--- src/pkg/vmb_defs.svh ---
// Field positions, reset values, clock rate, timeout periods and codes of the broadcast bridge
`ifndef VMB_DEFS_SVH
`define VMB_DEFS_SVH

// Clock rate in MHz, used to turn times into cycles
`define VMB_CLK_MHZ 100
// Transaction timeout periods in microseconds
`define VMB_TO1_US 32
`define VMB_TO2_US 128
`define VMB_TO3_US 512
// Timeout select codes
`define VMB_TO_CODE1 2'h1
`define VMB_TO_CODE2 2'h2
`define VMB_TO_CODE3 2'h3
// Broadcast address fields within the 32-bit VMEbus address
`define VMB_PAGE_MSB 31
`define VMB_PAGE_LSB 24
`define VMB_CHAN_BIT 23
`define VMB_SLOTS_MSB 20
`define VMB_SLOTS_LSB 0
// Number of participating hosts and channels
`define VMB_NUM_SLOTS 21
`define VMB_NUM_CHAN 2
// Highest programmable slot number
`define VMB_SLOT_MAX 5'h15
// Address modifier for the A32 non-privileged data window
`define VMB_AM_A32 6'h09
// Reset values
`define VMB_RST_SLOT 5'h00
`define VMB_RST_PAGE 8'h00
`define VMB_RST_MAP 3'h0
// Message FIFO depth per channel
`define VMB_FIFO_DEPTH 4

`endif

--- src/pkg/vmb_pkg.sv ---
// Types shared by the broadcast bridge modules
package vmb_pkg;

  // Interrupt routing: request line number and enable
  typedef struct packed {
    logic [2:0] map;
    logic en;
  } vmb_irq_sel_t;

  // Fail and abort interrupt settings, frozen once locked
  typedef struct packed {
    vmb_irq_sel_t sysfail;
    vmb_irq_sel_t acfail;
    vmb_irq_sel_t abort_sw;
  } vmb_fail_cfg_t;

  // Broadcast cycle address layout
  typedef struct packed {
    logic [7:0] page;
    logic chan;
    logic [1:0] rsvd;
    logic [20:0] slots;
  } vmb_bcast_addr_t;

  // Captured error record
  typedef struct packed {
    logic pending;
    logic [31:0] addr;
  } vmb_err_t;

endpackage : vmb_pkg

--- src/vmb_fifo.sv ---
// Small message FIFO with registered head read
`timescale 1ns/1ps
`default_nettype none

module vmb_fifo #(
  parameter int W = 32,
  parameter int D = 4
) (
  input wire logic clk,
  input wire logic rst,
  input wire logic ce,
  input wire logic in_valid,
  output logic in_ready,
  input wire logic [W-1:0] in_data,
  output logic out_valid,
  input wire logic out_ready,
  output logic [W-1:0] out_data
);
  localparam int AW = (D > 1) ? $clog2(D) : 1;

  logic [W-1:0] mem [D];
  logic [AW-1:0] wr_ptr_r;
  logic [AW-1:0] rd_ptr_r;
  logic [AW:0] cnt_r;
  logic [W-1:0] out_data_r;
  wire push = in_valid && in_ready;
  wire pop = out_valid && out_ready;

  // Full and empty come straight from the occupancy count
  assign in_ready = (cnt_r != (AW+1)'(D));
  assign out_valid = (cnt_r != '0);
  assign out_data = out_data_r;

  // Pointer wrap; depth need not be a power of two
  function automatic logic [AW-1:0] inc_ptr(input logic [AW-1:0] p);
    inc_ptr = (p == AW'(D - 1)) ? '0 : p + AW'(1);
  endfunction : inc_ptr

  // Storage is not reset, only the pointers, count and head register
  always_ff @(posedge clk) begin
    if (ce && push) begin
      mem[wr_ptr_r] <= in_data;
    end
  end

  // Head word is registered on pop, valid the cycle after
  always_ff @(posedge clk) begin
    if (rst) begin
      wr_ptr_r <= '0;
      rd_ptr_r <= '0;
      cnt_r <= '0;
      out_data_r <= '0;
    end else if (ce) begin
      if (push) wr_ptr_r <= inc_ptr(wr_ptr_r);
      if (pop) begin
        rd_ptr_r <= inc_ptr(rd_ptr_r);
        out_data_r <= mem[rd_ptr_r];
      end
      cnt_r <= cnt_r + (AW+1)'(push) - (AW+1)'(pop);
    end
  end
endmodule : vmb_fifo

`default_nettype wire

--- src/vmb_bridge.sv ---
// Broadcast message channels, error capture, freeze, DTB control and transaction timer
`timescale 1ns/1ps
`default_nettype none
`include "vmb_defs.svh"

module vmb_bridge
  import vmb_pkg::*;
#(
  parameter int TO1_CYC = `VMB_TO1_US * `VMB_CLK_MHZ,
  parameter int TO2_CYC = `VMB_TO2_US * `VMB_CLK_MHZ,
  parameter int TO3_CYC = `VMB_TO3_US * `VMB_CLK_MHZ,
  parameter int DEPTH = `VMB_FIFO_DEPTH
) (
  input wire logic clk,
  input wire logic rst,
  input wire logic ce,
  // Configuration
  input wire logic [1:0] chan_en,
  input wire logic [4:0] slot_num,
  input wire logic [7:0] page,
  input wire logic user_access_ok,
  // Incoming broadcast writes from the VMEbus slave side
  input wire logic bc_valid,
  input wire logic [31:0] bc_addr,
  input wire logic [31:0] bc_data,
  output logic bc_accepted,
  output logic bc_rejected,
  // Channel status
  output logic [1:0] msg_available,
  output logic [1:0] accepted_pending,
  output logic [1:0] rejected_message_pending,
  input wire logic [1:0] clear_accepted_pending,
  input wire logic [1:0] clear_rejected_pending,
  // Message read port
  input wire logic rd_req,
  input wire logic rd_chan,
  input wire logic rd_priv,
  output logic rd_done,
  output logic rd_avail,
  output logic rd_denied,
  output logic [31:0] rd_data,
  // Message send port
  input wire logic send_req,
  input wire logic send_chan,
  input wire logic [31:0] send_msg,
  input wire logic [31:0] send_slots,
  output logic send_busy,
  output logic send_done,
  output logic send_ok,
  output logic send_berr,
  // VMEbus master window
  output logic m_req,
  output logic [31:0] m_addr,
  output logic [31:0] m_data,
  output logic [5:0] m_am,
  output logic m_posted,
  input wire logic m_ack,
  input wire logic m_rejected,
  output logic m_abort,
  // Transaction timer
  input wire logic timer_en,
  input wire logic [1:0] timeout_code,
  // Posting and late errors
  input wire logic vme_wperr_evt,
  input wire logic [31:0] vme_wperr_addr,
  input wire logic sbus_wperr_evt,
  input wire logic [31:0] sbus_wperr_addr,
  input wire logic wperr_clear_vme,
  input wire logic wperr_clear_sbus,
  input wire logic late_err_evt,
  input wire logic [31:0] late_err_addr_in,
  input wire logic late_err_clear,
  input wire vmb_irq_sel_t wperr_irq_cfg,
  input wire vmb_irq_sel_t late_irq_cfg,
  output logic vme_posted_write_error_pending,
  output logic sbus_posted_write_error_pending,
  output logic late_error_pending,
  output logic [31:0] vme_wperr_addr_q,
  output logic [31:0] sbus_wperr_addr_q,
  output logic [31:0] late_err_addr_q,
  output logic [7:0] irq_lines,
  // Fail and abort interrupt settings with freeze
  input wire logic fail_cfg_wr,
  input wire vmb_fail_cfg_t fail_cfg_in,
  input wire logic freeze_set,
  output vmb_fail_cfg_t fail_cfg,
  output logic frozen,
  // Data transfer bus drivers
  input wire logic dtb_drv_en,
  output logic dtb_drivers_on
);

  typedef enum logic [1:0] {S_IDLE, S_BUS, S_LOOP, S_DONE} vmb_snd_st_t;

  // Mask bit n selects slot n+1; slot 0 is never addressed
  function automatic logic slot_hit(input logic [4:0] slot, input logic [31:0] mask);
    logic [20:0] m;
    m = mask[`VMB_SLOTS_MSB:`VMB_SLOTS_LSB];
    slot_hit = (slot != 5'h00) && (slot <= `VMB_SLOT_MAX) && m[slot - 5'h01];
  endfunction : slot_hit

  // One-hot request line from a 3-bit route when enabled
  function automatic logic [7:0] route_irq(input vmb_irq_sel_t sel, input logic pend);
    route_irq = (sel.en && pend) ? (8'h01 << sel.map) : 8'h00;
  endfunction : route_irq

  vmb_snd_st_t st_r, st_nxt;
  vmb_bcast_addr_t bc_a;
  logic [31:0] msg_r;
  logic [31:0] slots_r;
  logic chan_r;
  logic fail_r;
  logic berr_r;
  logic [15:0] tmr_r;
  logic [1:0] acc_r, rej_r;
  logic [1:0] f_in_valid, f_in_ready, f_out_valid, f_out_ready;
  logic [31:0] f_in_data [2];
  logic [31:0] f_out_data [2];
  logic rd_stage_r, rd_ans_r, rd_had_r, rd_den_r, rd_ch_r;
  logic [31:0] rd_data_r;
  vmb_err_t vme_err_r, sbus_err_r, late_err_r;
  vmb_fail_cfg_t fail_cfg_r;
  logic frozen_r;
  logic dtb_r;

  // Incoming broadcast decode: page match, then our slot in the mask
  assign bc_a = bc_addr;
  wire bc_hit = bc_valid && (bc_a.page == page) && slot_hit(slot_num, bc_addr);
  wire loop_push = (st_r == S_LOOP);
  // The bus cycle wins the channel; the looped copy waits while bus hits on that channel continue
  wire loop_go = loop_push && !(bc_hit && (bc_a.chan == chan_r));
  wire loop_ok = chan_en[chan_r] && f_in_ready[chan_r];

  // Read access check: user mode only when allowed
  wire rd_allow = rd_priv || user_access_ok;
  // A request during either read stage is dropped, so it must not pop either
  wire rd_take = rd_req && !rd_stage_r && !rd_ans_r;

  // Per-channel push, accept and reject, generated for both channels
  logic [1:0] bc_acc_ch, bc_rej_ch, lp_acc_ch, lp_rej_ch;
  genvar g;
  generate
    for (g = 0; g < `VMB_NUM_CHAN; g++) begin : g_chan
      wire bc_sel = bc_hit && (bc_a.chan == 1'(g));
      wire lp_sel = loop_go && (chan_r == 1'(g));
      // Disabled or full channel rejects; the full FIFO is the back-pressure
      assign bc_acc_ch[g] = bc_sel && chan_en[g] && f_in_ready[g];
      assign bc_rej_ch[g] = bc_sel && !(chan_en[g] && f_in_ready[g]);
      assign lp_acc_ch[g] = lp_sel && loop_ok;
      assign lp_rej_ch[g] = lp_sel && !loop_ok;
      assign f_in_valid[g] = bc_acc_ch[g] || lp_acc_ch[g];
      assign f_in_data[g] = bc_sel ? bc_data : msg_r;
      assign f_out_ready[g] = ce && rd_take && (rd_chan == 1'(g)) && rd_allow;

      vmb_fifo #(
        .W(32),
        .D(DEPTH)
      ) u_fifo (
        .clk(clk),
        .rst(rst),
        .ce(ce),
        .in_valid(f_in_valid[g]),
        .in_ready(f_in_ready[g]),
        .in_data(f_in_data[g]),
        .out_valid(f_out_valid[g]),
        .out_ready(f_out_ready[g]),
        .out_data(f_out_data[g])
      );

      // Sticky flags; a new event beats a clear in the same cycle
      always_ff @(posedge clk) begin
        if (rst) begin
          acc_r[g] <= 1'b0;
          rej_r[g] <= 1'b0;
        end else if (ce) begin
          acc_r[g] <= (bc_acc_ch[g] || lp_acc_ch[g]) || (acc_r[g] && !clear_accepted_pending[g]);
          rej_r[g] <= (bc_rej_ch[g] || lp_rej_ch[g]) || (rej_r[g] && !clear_rejected_pending[g]);
        end
      end
    end
  endgenerate

  assign bc_accepted = |bc_acc_ch;
  assign bc_rejected = |bc_rej_ch;
  assign msg_available = f_out_valid;
  assign accepted_pending = acc_r;
  assign rejected_message_pending = rej_r;

  // Read takes two cycles: pop, then capture the registered head word
  always_ff @(posedge clk) begin
    if (rst) begin
      rd_stage_r <= 1'b0;
      rd_ans_r <= 1'b0;
      rd_had_r <= 1'b0;
      rd_den_r <= 1'b0;
      rd_ch_r <= 1'b0;
      rd_data_r <= '0;
    end else if (ce) begin
      rd_stage_r <= rd_take;
      rd_ans_r <= rd_stage_r;
      if (rd_take) begin
        rd_ch_r <= rd_chan;
        rd_den_r <= !rd_allow;
        rd_had_r <= rd_allow && f_out_valid[rd_chan];
      end
      if (rd_stage_r) begin
        rd_data_r <= rd_had_r ? f_out_data[rd_ch_r] : 32'h0000_0000;
      end
    end
  end

  assign rd_done = rd_ans_r;
  assign rd_avail = rd_ans_r && rd_had_r;
  assign rd_denied = rd_ans_r && rd_den_r;
  assign rd_data = rd_data_r;

  // Timeout period; codes outside 1..3 fall to the longest
  wire [15:0] to_lim = (timeout_code == `VMB_TO_CODE1) ? 16'(TO1_CYC) :
                       (timeout_code == `VMB_TO_CODE2) ? 16'(TO2_CYC) : 16'(TO3_CYC);
  wire tmr_exp = timer_en && (tmr_r >= to_lim - 16'h0001);
  wire self_hit = slot_hit(slot_num, slots_r);

  // Sender sequence: bus write, optional loopback, then done
  always_comb begin
    st_nxt = st_r;
    unique case (st_r)
      S_IDLE: if (send_req) st_nxt = S_BUS;
      S_BUS: begin
        if (m_ack) st_nxt = self_hit ? S_LOOP : S_DONE;
        else if (tmr_exp) st_nxt = S_DONE;
      end
      S_LOOP: if (loop_go) st_nxt = S_DONE;
      S_DONE: st_nxt = S_IDLE;
    endcase
  end

  // Send request latch, timer and outcome
  always_ff @(posedge clk) begin
    if (rst) begin
      st_r <= S_IDLE;
      msg_r <= '0;
      slots_r <= '0;
      chan_r <= 1'b0;
      fail_r <= 1'b0;
      berr_r <= 1'b0;
      tmr_r <= '0;
    end else if (ce) begin
      st_r <= st_nxt;
      tmr_r <= (st_r == S_BUS && timer_en) ? tmr_r + 16'h0001 : 16'h0000;
      if (st_r == S_IDLE && send_req) begin
        msg_r <= send_msg;
        slots_r <= {11'h000, send_slots[`VMB_SLOTS_MSB:`VMB_SLOTS_LSB]};
        chan_r <= send_chan;
        fail_r <= 1'b0;
        berr_r <= 1'b0;
      end
      if (st_r == S_BUS && m_ack && m_rejected) fail_r <= 1'b1;
      if (st_r == S_BUS && !m_ack && tmr_exp) berr_r <= 1'b1;
      if (loop_go && !loop_ok) fail_r <= 1'b1;
    end
  end

  // Master window: page, channel and slot mask form the A32 address
  assign m_req = (st_r == S_BUS);
  assign m_addr = {page, chan_r, 2'b00, slots_r[20:0]};
  assign m_data = msg_r;
  assign m_am = `VMB_AM_A32;
  assign m_posted = 1'b0;
  assign m_abort = (st_r == S_BUS) && !m_ack && tmr_exp;
  assign send_busy = (st_r != S_IDLE);
  assign send_done = (st_r == S_DONE);
  assign send_ok = (st_r == S_DONE) && !fail_r && !berr_r;
  assign send_berr = (st_r == S_DONE) && berr_r;

  // Error capture: each event overwrites the address; the flag holds until software clears it
  always_ff @(posedge clk) begin
    if (rst) begin
      vme_err_r <= '0;
      sbus_err_r <= '0;
      late_err_r <= '0;
    end else if (ce) begin
      if (vme_wperr_evt) vme_err_r <= '{pending: 1'b1, addr: vme_wperr_addr};
      else if (wperr_clear_vme) vme_err_r.pending <= 1'b0;
      if (sbus_wperr_evt) sbus_err_r <= '{pending: 1'b1, addr: sbus_wperr_addr};
      else if (wperr_clear_sbus) sbus_err_r.pending <= 1'b0;
      if (late_err_evt) late_err_r <= '{pending: 1'b1, addr: late_err_addr_in};
      else if (late_err_clear) late_err_r.pending <= 1'b0;
    end
  end

  assign vme_posted_write_error_pending = vme_err_r.pending;
  assign sbus_posted_write_error_pending = sbus_err_r.pending;
  assign late_error_pending = late_err_r.pending;
  assign vme_wperr_addr_q = vme_err_r.addr;
  assign sbus_wperr_addr_q = sbus_err_r.addr;
  assign late_err_addr_q = late_err_r.addr;

  // Both posting errors share one route; late error has its own
  wire wp_any = vme_err_r.pending || sbus_err_r.pending;
  assign irq_lines = route_irq(wperr_irq_cfg, wp_any) | route_irq(late_irq_cfg, late_err_r.pending);

  // Freeze is one-way until reset, so a stray write cannot unroute a fail interrupt
  always_ff @(posedge clk) begin
    if (rst) begin
      fail_cfg_r <= '0;
      frozen_r <= 1'b0;
      dtb_r <= 1'b0;
    end else if (ce) begin
      if (fail_cfg_wr && !frozen_r) fail_cfg_r <= fail_cfg_in;
      if (freeze_set) frozen_r <= 1'b1;
      dtb_r <= dtb_drv_en;
    end
  end

  assign fail_cfg = fail_cfg_r;
  assign frozen = frozen_r;
  assign dtb_drivers_on = dtb_r;

endmodule : vmb_bridge

`default_nettype wire

--- config.mk ---
export PLATFORM = sky130hd
export DESIGN_NAME = vmb_bridge
export DESIGN_NICKNAME = d
export VERILOG_FILES = /design/src/pkg/vmb_pkg.sv /design/src/vmb_fifo.sv /design/src/vmb_bridge.sv
export VERILOG_INCLUDE_DIRS = /design/src /design/src/pkg
export SDC_FILE = /design/constraint.sdc
export NUM_CORES = 1
export LEC_CHECK = 0
export BUFFER_PORTS_ARGS = -buffer_cell sky130_fd_sc_hd__buf_2
export CAP_MARGIN = 20
export CORE_AREA = 2 2 208 210
export DETAILED_ROUTE_END_ITERATION = 7
export DIE_AREA = 0 0 210 212
export GPL_TIMING_DRIVEN = 0
export PLACE_DENSITY = 0.86
export SYNTH_ARGS = -nofsm -noshare
export SYNTH_HDL_FRONTEND = slang
export SYNTH_SLANG_ARGS = --single-unit
export TNS_END_PERCENT = 20
--- constraint.sdc ---
create_clock -name clk -period 10.6 [get_ports clk]
set_input_delay 0 -clock clk [delete_from_list [all_inputs] [get_ports clk]]
set_output_delay 0 -clock clk [all_outputs]
set_load 0.03 [all_outputs]
==> results of run 1 <==
## cell usage in the layout, fill, tap and decap left out, types with 14 or more instances in the layout
| master | Yosys | routed |
|---|---|---|
| buf_2 | 8 | 510 |
| nand2_1 | 469 | 469 |
| dfxtp_1 | 306 | 306 |
| edfxtp_1 | 256 | 256 |
| dlygate4sd3_1 | 0 | 239 |
| a21oi_1 | 237 | 237 |
| clkbuf_1 | 108 | 116 |
| mux2_2 | 97 | 97 |
| nor2_1 | 86 | 86 |
| mux4_2 | 72 | 72 |
| clkbuf_16 | 0 | 60 |
| ha_1 | 34 | 34 |
| a22oi_1 | 33 | 33 |
| inv_1 | 28 | 28 |
| mux2i_1 | 26 | 26 |
| buf_4 | 20 | 20 |
| o21ai_0 | 16 | 16 |
| xnor2_1 | 15 | 15 |
| nor3_1 | 14 | 14 |
## power breakdown
part | total (mW) | internal, mW | switching, mW
combinational | 0.502 | 0.197 | 0.305
sequential | 2.33 | 2.30 | 0.0297
clock | 2.06 | 1.18 | 0.880
## kinds of logic after synthesis
logic type | Yosys count
buffers and inverters | 177
XOR/XNOR | 25
multiplexers | 197
AND/OR/NAND/NOR | 653
adder cells (fa/ha/maj) | 36
flip-flops | 562
other | 2
AO/OA/AOI/OAI | 326
## per-stage QoR
| step | hold slack, ns | util | worst slack [ns] | total power [mW] | std cells |
|---|---|---|---|---|---|
| finish | 0.0685 | 0.719 | 6.45 | 4.89 | 3392 |
| global route | 0.0828 | 0.718 | 6.18 | 5.01 | 3388 |
| CTS | 0.0247 | 0.718 | 6.32 | 4.87 | 3380 |
| detailed placement | 0.241 | 0.616 | 6.10 | 2.78 | 3038 |
| global placement | 0.231 | 0.613 | 5.23 | 2.77 | 3033 |
| floorplan | 0.132 | - | 7.20 | 2.61 | 1985 |
## state kept, by name, indices dropped and copies added, names as in the netlist, 4 cells and up
signal,flops
g_chan.u_fifo.out_data,64
g_chan.u_fifo.wr_ptr_r,4
m_data,32
vme_wperr_addr_q,32
g_chan.u_fifo.cnt_r,6
g_chan.u_fifo.mem,256
rd_data,32
fail_cfg,12
slots_r,21
late_err_addr_q,32
tmr_r,16
sbus_wperr_addr_q,32
g_chan.u_fifo.rd_ptr_r,4
## critical path, cell delays in order, from the launching register on
cell and delay, ns:
dfxtp_1 0.41, nor4b_1 0.53, clkbuf_2 0.29, o21a_1 0.17
nand3_1 0.34, clkinv_1 0.31, buf_1 0.62, ha_1 0.23
inv_1 0.05, ha_1 0.20, fa_1 0.38, xor2_1 0.16
nor2_1 0.12, xnor2_1 0.13, nor2_1 0.06
## cell type report
class                      count  area (µm²)  share of cell area
antenna                       10        25.0            0.000819
buffer                       147         667              0.0218
clock buffer                  74        1610              0.0526
clock inverter                29         307              0.0100
inverter                      30         113             0.00369
multi-input combinational   1246        8290               0.271
sequential                   562       13800               0.452
tap                          546         683              0.0224
timing repair buffer         748        5040               0.165
## worst paths after layout
check / from / endpoint / slack [ns] / cells after the start
max: rd_done$_SDFFE_PP0P_ / g_chan[1].u_fifo.cnt_r[2]$_SDFFE_PP0P_ / 6.45 / 14
min: rst / g_chan[1].u_fifo.wr_ptr_r[1]$_SDFFE_PP0P_ / 0.07 / 3
max reg2reg: rd_done$_SDFFE_PP0P_ / g_chan[1].u_fifo.cnt_r[2]$_SDFFE_PP0P_ / 6.45 / 14
min reg2reg: sbus_wperr_addr_q[3]$_SDFFE_PP0P_ / sbus_wperr_addr_q[3]$_SDFFE_PP0P_ / 0.46 / 2
## routing by layer
| metal | vias to the layer above | GRT usage | share of wire |
|---|---|---|---|
| met5 | - | 0 | 0.00042 |
| met4 | 6 | 0.259 | 0.078 |
| met3 | 516 | 0.112 | 0.11 |
| met2 | 1579 | 0.591 | 0.48 |
| met1 | 9689 | 0.391 | 0.33 |
| li1 | 8606 | - | - |
## timing repair
item / CTS / global route
hold buffers: 239 / 0
gates resized for setup: 0 / 0
hold endpoints to repair: 448 / 0
==> metrics, run 1 <==
Crit Path Class=reg2reg; crit path launch type=register; Top FF cell, synth=dfxtp_1; pwr dens=160 mW/mm²; Remaining DRCs=0; ANT nets after route=0; endpoint arrival time on the critical path=approximately 4.6 ns; number of port buffers=502; Pleak=12.2 nW; Global Route Usage Sum=0.357; Final Max Tran Viols=0; largest net degree at the start of global routing=33; Area growth syn-to-layout=33.7%; simple-gate share of the synthesized area=0.119; Yosys top cell by area=edfxtp_1; VDD IR-drop max=0.000214 V; synthesis-stage register bit count=562; worst path required time=11.06 ns; Clock Sink Count=around 560; Synth Area in XOR/XNOR=0.00959; Fmax=~240 MHz; design area=around 0.031 mm²; mean post-synth cell area=11.5 µm²; post-route minimum period=4.15 ns; Synth cell types=62; Min-Delay Path Class=in2reg; RSZ-0062 raised after global routing=false; Synth Cell Area=~0.023 mm²; Clock Path Buffers=3; CTS Root Cell=clkbuf_16; final WL=80800 µm; Ys Warns=0; Initial Util=0.537; total CTS buffers=55; Async S/R FF share, synth=0; worst slew pin tran=1.10 ns; Worst-path clk slew=approximately 0.06 ns; vias in the first global route=21151; endpoints failing setup=0; synthesized instance count=about 2000; fill count=2497; worst skew pair latency=0.62 ns; antenna violations before repair=12; CP endpoint kind=register; status=finished, final reports clean; Post-DP HPWL=slightly above 50000 µm; CTS tree=built; initial drt markers=2315; row count=between 70 and 80; headroom to the max-slew limit=0.269; Crit Path Max Fanout=10; period utilization=0.392; GR Overflow Total=0; Synth top cells by count=nand2_1, dfxtp_1, edfxtp_1; drt first pass iters=6; first-pass GRT wire length=119000 µm; DP Area=0.0262 mm²; Post-synth EDFFs=between 200 and 300; mux cell area share after synthesis=0.132; ranking of synthesized cells by area=edfxtp_1, dfxtp_1, nand2_1; Clock Skews=0.0143 ns; largest family of logic cells by synthesized area=multiplexers; max-cap violation count=0; Post-CTS Setup Inserts=0; DR vias=20396; Hold Fails Final Rpt=0; GPL Wtd Cong=0.975; IO Pins=528; routed length per placed instance=23.8 µm; adder-cell area share of the yosys netlist=0.0204; core box area=0.0425 mm²; chip width=210 µm; share of cells above drive strength 1=0.290; count leader, synth=nand2_1; vias per cell=around 6; post-synth top area share=0.337; post-synthesis compound-gate area fraction=0.0807; Die ar.=0.0445 mm²; sequential fraction of the synthesis area=0.605; Die Ht=212 µm; CTS H-tree depth=2; net count reported at finish=between 3000 and 4000; Fin Setup TNS=0 ns
Note: power is estimated with default switching activity, not from simulation.
==> inputs of run 2 (changes only) <==
CORE_AREA = 2 2 209 211   (was 2 2 208 210)
DIE_AREA = 0 0 211 213   (was 0 0 210 212)
PLACE_DENSITY = 0.85   (was 0.86)
clock period = 4.05 ns   (was 10.6 ns; I/O delays follow)
==> run 2 against run 1 <==
Effect of this change:
- non-clock buffer count unchanged
- sequential cell count is the same
- worst setup slack got worse by 6.3 ns
- worst hold slack worse by 0.029 ns
- combinational power rose to 2.6 times the previous value
- clock power up 150%
- sequential share of layout area rose by 0.085 points
- critical endpoint is now fail_r$_SDFFE_PP0P_
- highest routed layer unchanged
==> metrics, run 2 (same netlist as run 1, synthesis figures left out) <==
worst r2r dst=g_chan[1].u_fifo.cnt_r[2]$_SDFFE_PP0P_; worst skew pair latency=0.61 ns; reg-to-reg setup timing slack=0.20 ns; Finished Core Util=0.714; Initial Util=0.535; number of port buffers=502; Hold Path Stages=3; Final Max Tran Viols=0; worst path required time=approximately 4.6 ns; share of cells above drive strength 1=0.288; Hold Crit Start=rst; Die ar.=0.0449 mm²; commonest non-fill, non-tap cell in the layout=buf_2; GPL Wtd Cong=0.906; Switching Fraction=0.245; CP endpoint kind=register; antenna violations before repair=14; hold endpoint=g_chan[0].u_fifo.wr_ptr_r[1]$_SDFFE_PP0P_; headroom to the max-slew limit=0.235; VDD IR-drop max=0.000486 V; highest-delay cell along the critical path=clkbuf_1; CTS H-tree depth=2; area of the multi-input gates=0.00831 mm²; endpoint arrival time on the critical path=4.42 ns; total CTS buffers=54; Post-DP HPWL=50600 µm; core box area=0.0427 mm²; pwr dens=between 400 and 500 mW/mm²; Worst-path clk slew=roughly 0.06 ns; Die Ht=213 µm; Clk pwr share=0.407; post-route minimum period=3.88 ns; GR Overflow Total=0; chip width=approximately 210 µm; largest net degree at the start of global routing=33; RR Startpoint=rd_done$_SDFFE_PP0P_; critical-path cell list=dlygate4sd3_1, buf_2, clkbuf_1, clkbuf_1, buf_1, nand4_1, dlygate4sd3_1, a31oi_1, dlygate4sd3_1; crit-path max cell delay=around 0.78 ns; design area=around 0.030 mm²; Post-CTS Setup Inserts=0; Fmax=between 200 and 300 MHz; ANT nets after route=0; Setup Slack @ Placement=-0.388 ns; final worst setup slack=0.171 ns; Remaining DRCs=0; Clock Path Buffers=3; fill count=around 2600; CTS Root Cell=clkbuf_16; IO Pins=between 500 and 600; net count reported at finish=3112; Fin Setup TNS=0 ns; Pleak=approximately 12 nW; NetSw=3.06 mW; vias per cell=around 5.9; drt first pass iters=8; Tot Pwr=12.5 mW; final WL=between 70000 and 80000 µm; Area growth syn-to-layout=33.5%; vias in the first global route=20302; Global Route Usage Sum=0.343; Clock Skews=0.0191 ns; RSZ-0062 raised after global routing=false; Int Pwr=9.43 mW; CTS tree=built; worst slew pin tran=1.15 ns; Crit Path Class=in2reg; Crit Path Max Fanout=10; endpoints failing setup=0; Min-Delay Path Class=in2reg; sequential power share=0.489; initial drt markers=2101; Comb power frac=0.104; row count=76; routed length per placed instance=23.4 µm; cells on worst reg2reg path=13; crit path launch type=input pin; CP dominant cell by count=dlygate4sd3_1; max-cap violation count=0; max reg flops=around 260; DR vias=20079; status=finished, final reports clean; Reg area=0.0138 mm²; DP Area=0.0262 mm²; Clock Sink Count=between 500 and 600; most frequent cells in the layout=buf_2, nand2_1, dfxtp_1; period utilization=0.958; Hold Fails Final Rpt=0; register name with the most flops=g_chan.u_fifo.mem; first-pass GRT wire length=115000 µm
==> run 2: cell count changes in the layout (fill, tap and decap cells not counted), moves of 3 or more <==
cell and delta:
diode_2 +3, clkbuf_16 -4, inv_6 -5, clkbuf_8 +7, clkinv_1 +4, inv_4 -5
==> run 2: area by class of cell <==
cell class,count,area share
Clock buffer,80,0.0529
Timing Repair Buffer,748,0.166
Tap cell,546,0.0224
Inverter,30,0.00369
Sequential cell,562,0.453
Clock inverter,21,0.00599
Buffer,147,0.0219
Multi-Input combinational cell,1246,0.272
Antenna cell,13,0.00107
==> run 2: worst max-delay path by stage <==
stage,from,to,slack [ns],depth (start not counted)
2_1_floorplan,rd_done$_SDFFE_PP0P_,g_chan[0].u_fifo.cnt_r[2]$_SDFFE_PP0P_,0.65,15
3_3_place_gp,slot_num[0],g_chan[0].u_fifo.mem[2][10]$_DFFE_PP_,-1.35,12
3_5_place_dp,slot_num[0],g_chan[0].u_fifo.mem[0][6]$_DFFE_PP_,-0.39,13
4_1_cts,rd_done$_SDFFE_PP0P_,g_chan[0].u_fifo.cnt_r[2]$_SDFFE_PP0P_,0.16,15
5_1_grt,ce,fail_r$_SDFFE_PP0P_,0.03,9
6_report,ce,fail_r$_SDFFE_PP0P_,0.17,9
==> run 2: per-stage QoR <==
step,cells,hold WS [ns]
after floorplan,1985,0.132
after global placement,3033,0.238
after detailed placement,3040,0.241
after CTS,3379,0.0150
after global routing,3389,0.0558
final,3393,0.0395
==> run 2: what timing repair did <==
item / 4_1_cts / 5_1_grt
pin swaps: 0 / 0
setup endpoints to repair: 2 / 66
hold buffers: 238 / 0
resized for setup: 2 / 3
cloned: 0 / 0
hold endpoints to repair: 446 / 0
==> run 2: critical path, delay by kind of cell <==
family | cells | cell delay [ns]
AO/OA/AOI/OAI | 1 | 0.16
buffers and inverters | 7 | 4.03
AND/OR/NAND/NOR | 1 | 0.21
==> run 2: routing by layer <==
metal	vias to the layer above	track usage	routed length [µm]	share of wire
li1	8588	-	-	-
met1	9538	0.380	26900	0.34
met2	1502	0.572	38000	0.48
met3	447	0.0975	8740	0.11
met4	4	0.238	5900	0.074
met5	-	0.00334	28	0.00035
==> run 2: power by group through the flow <==
stage          Sequential, mW  Combinational, mW  Clock [mW]
2_1_floorplan            6.37              0.465           0
3_3_place_gp             6.21               1.02           0
3_5_place_dp             6.22               1.05           0
4_1_cts                  6.09               1.24        5.10
5_1_grt                  6.11               1.37        5.32
6_report                 6.10               1.30        5.09
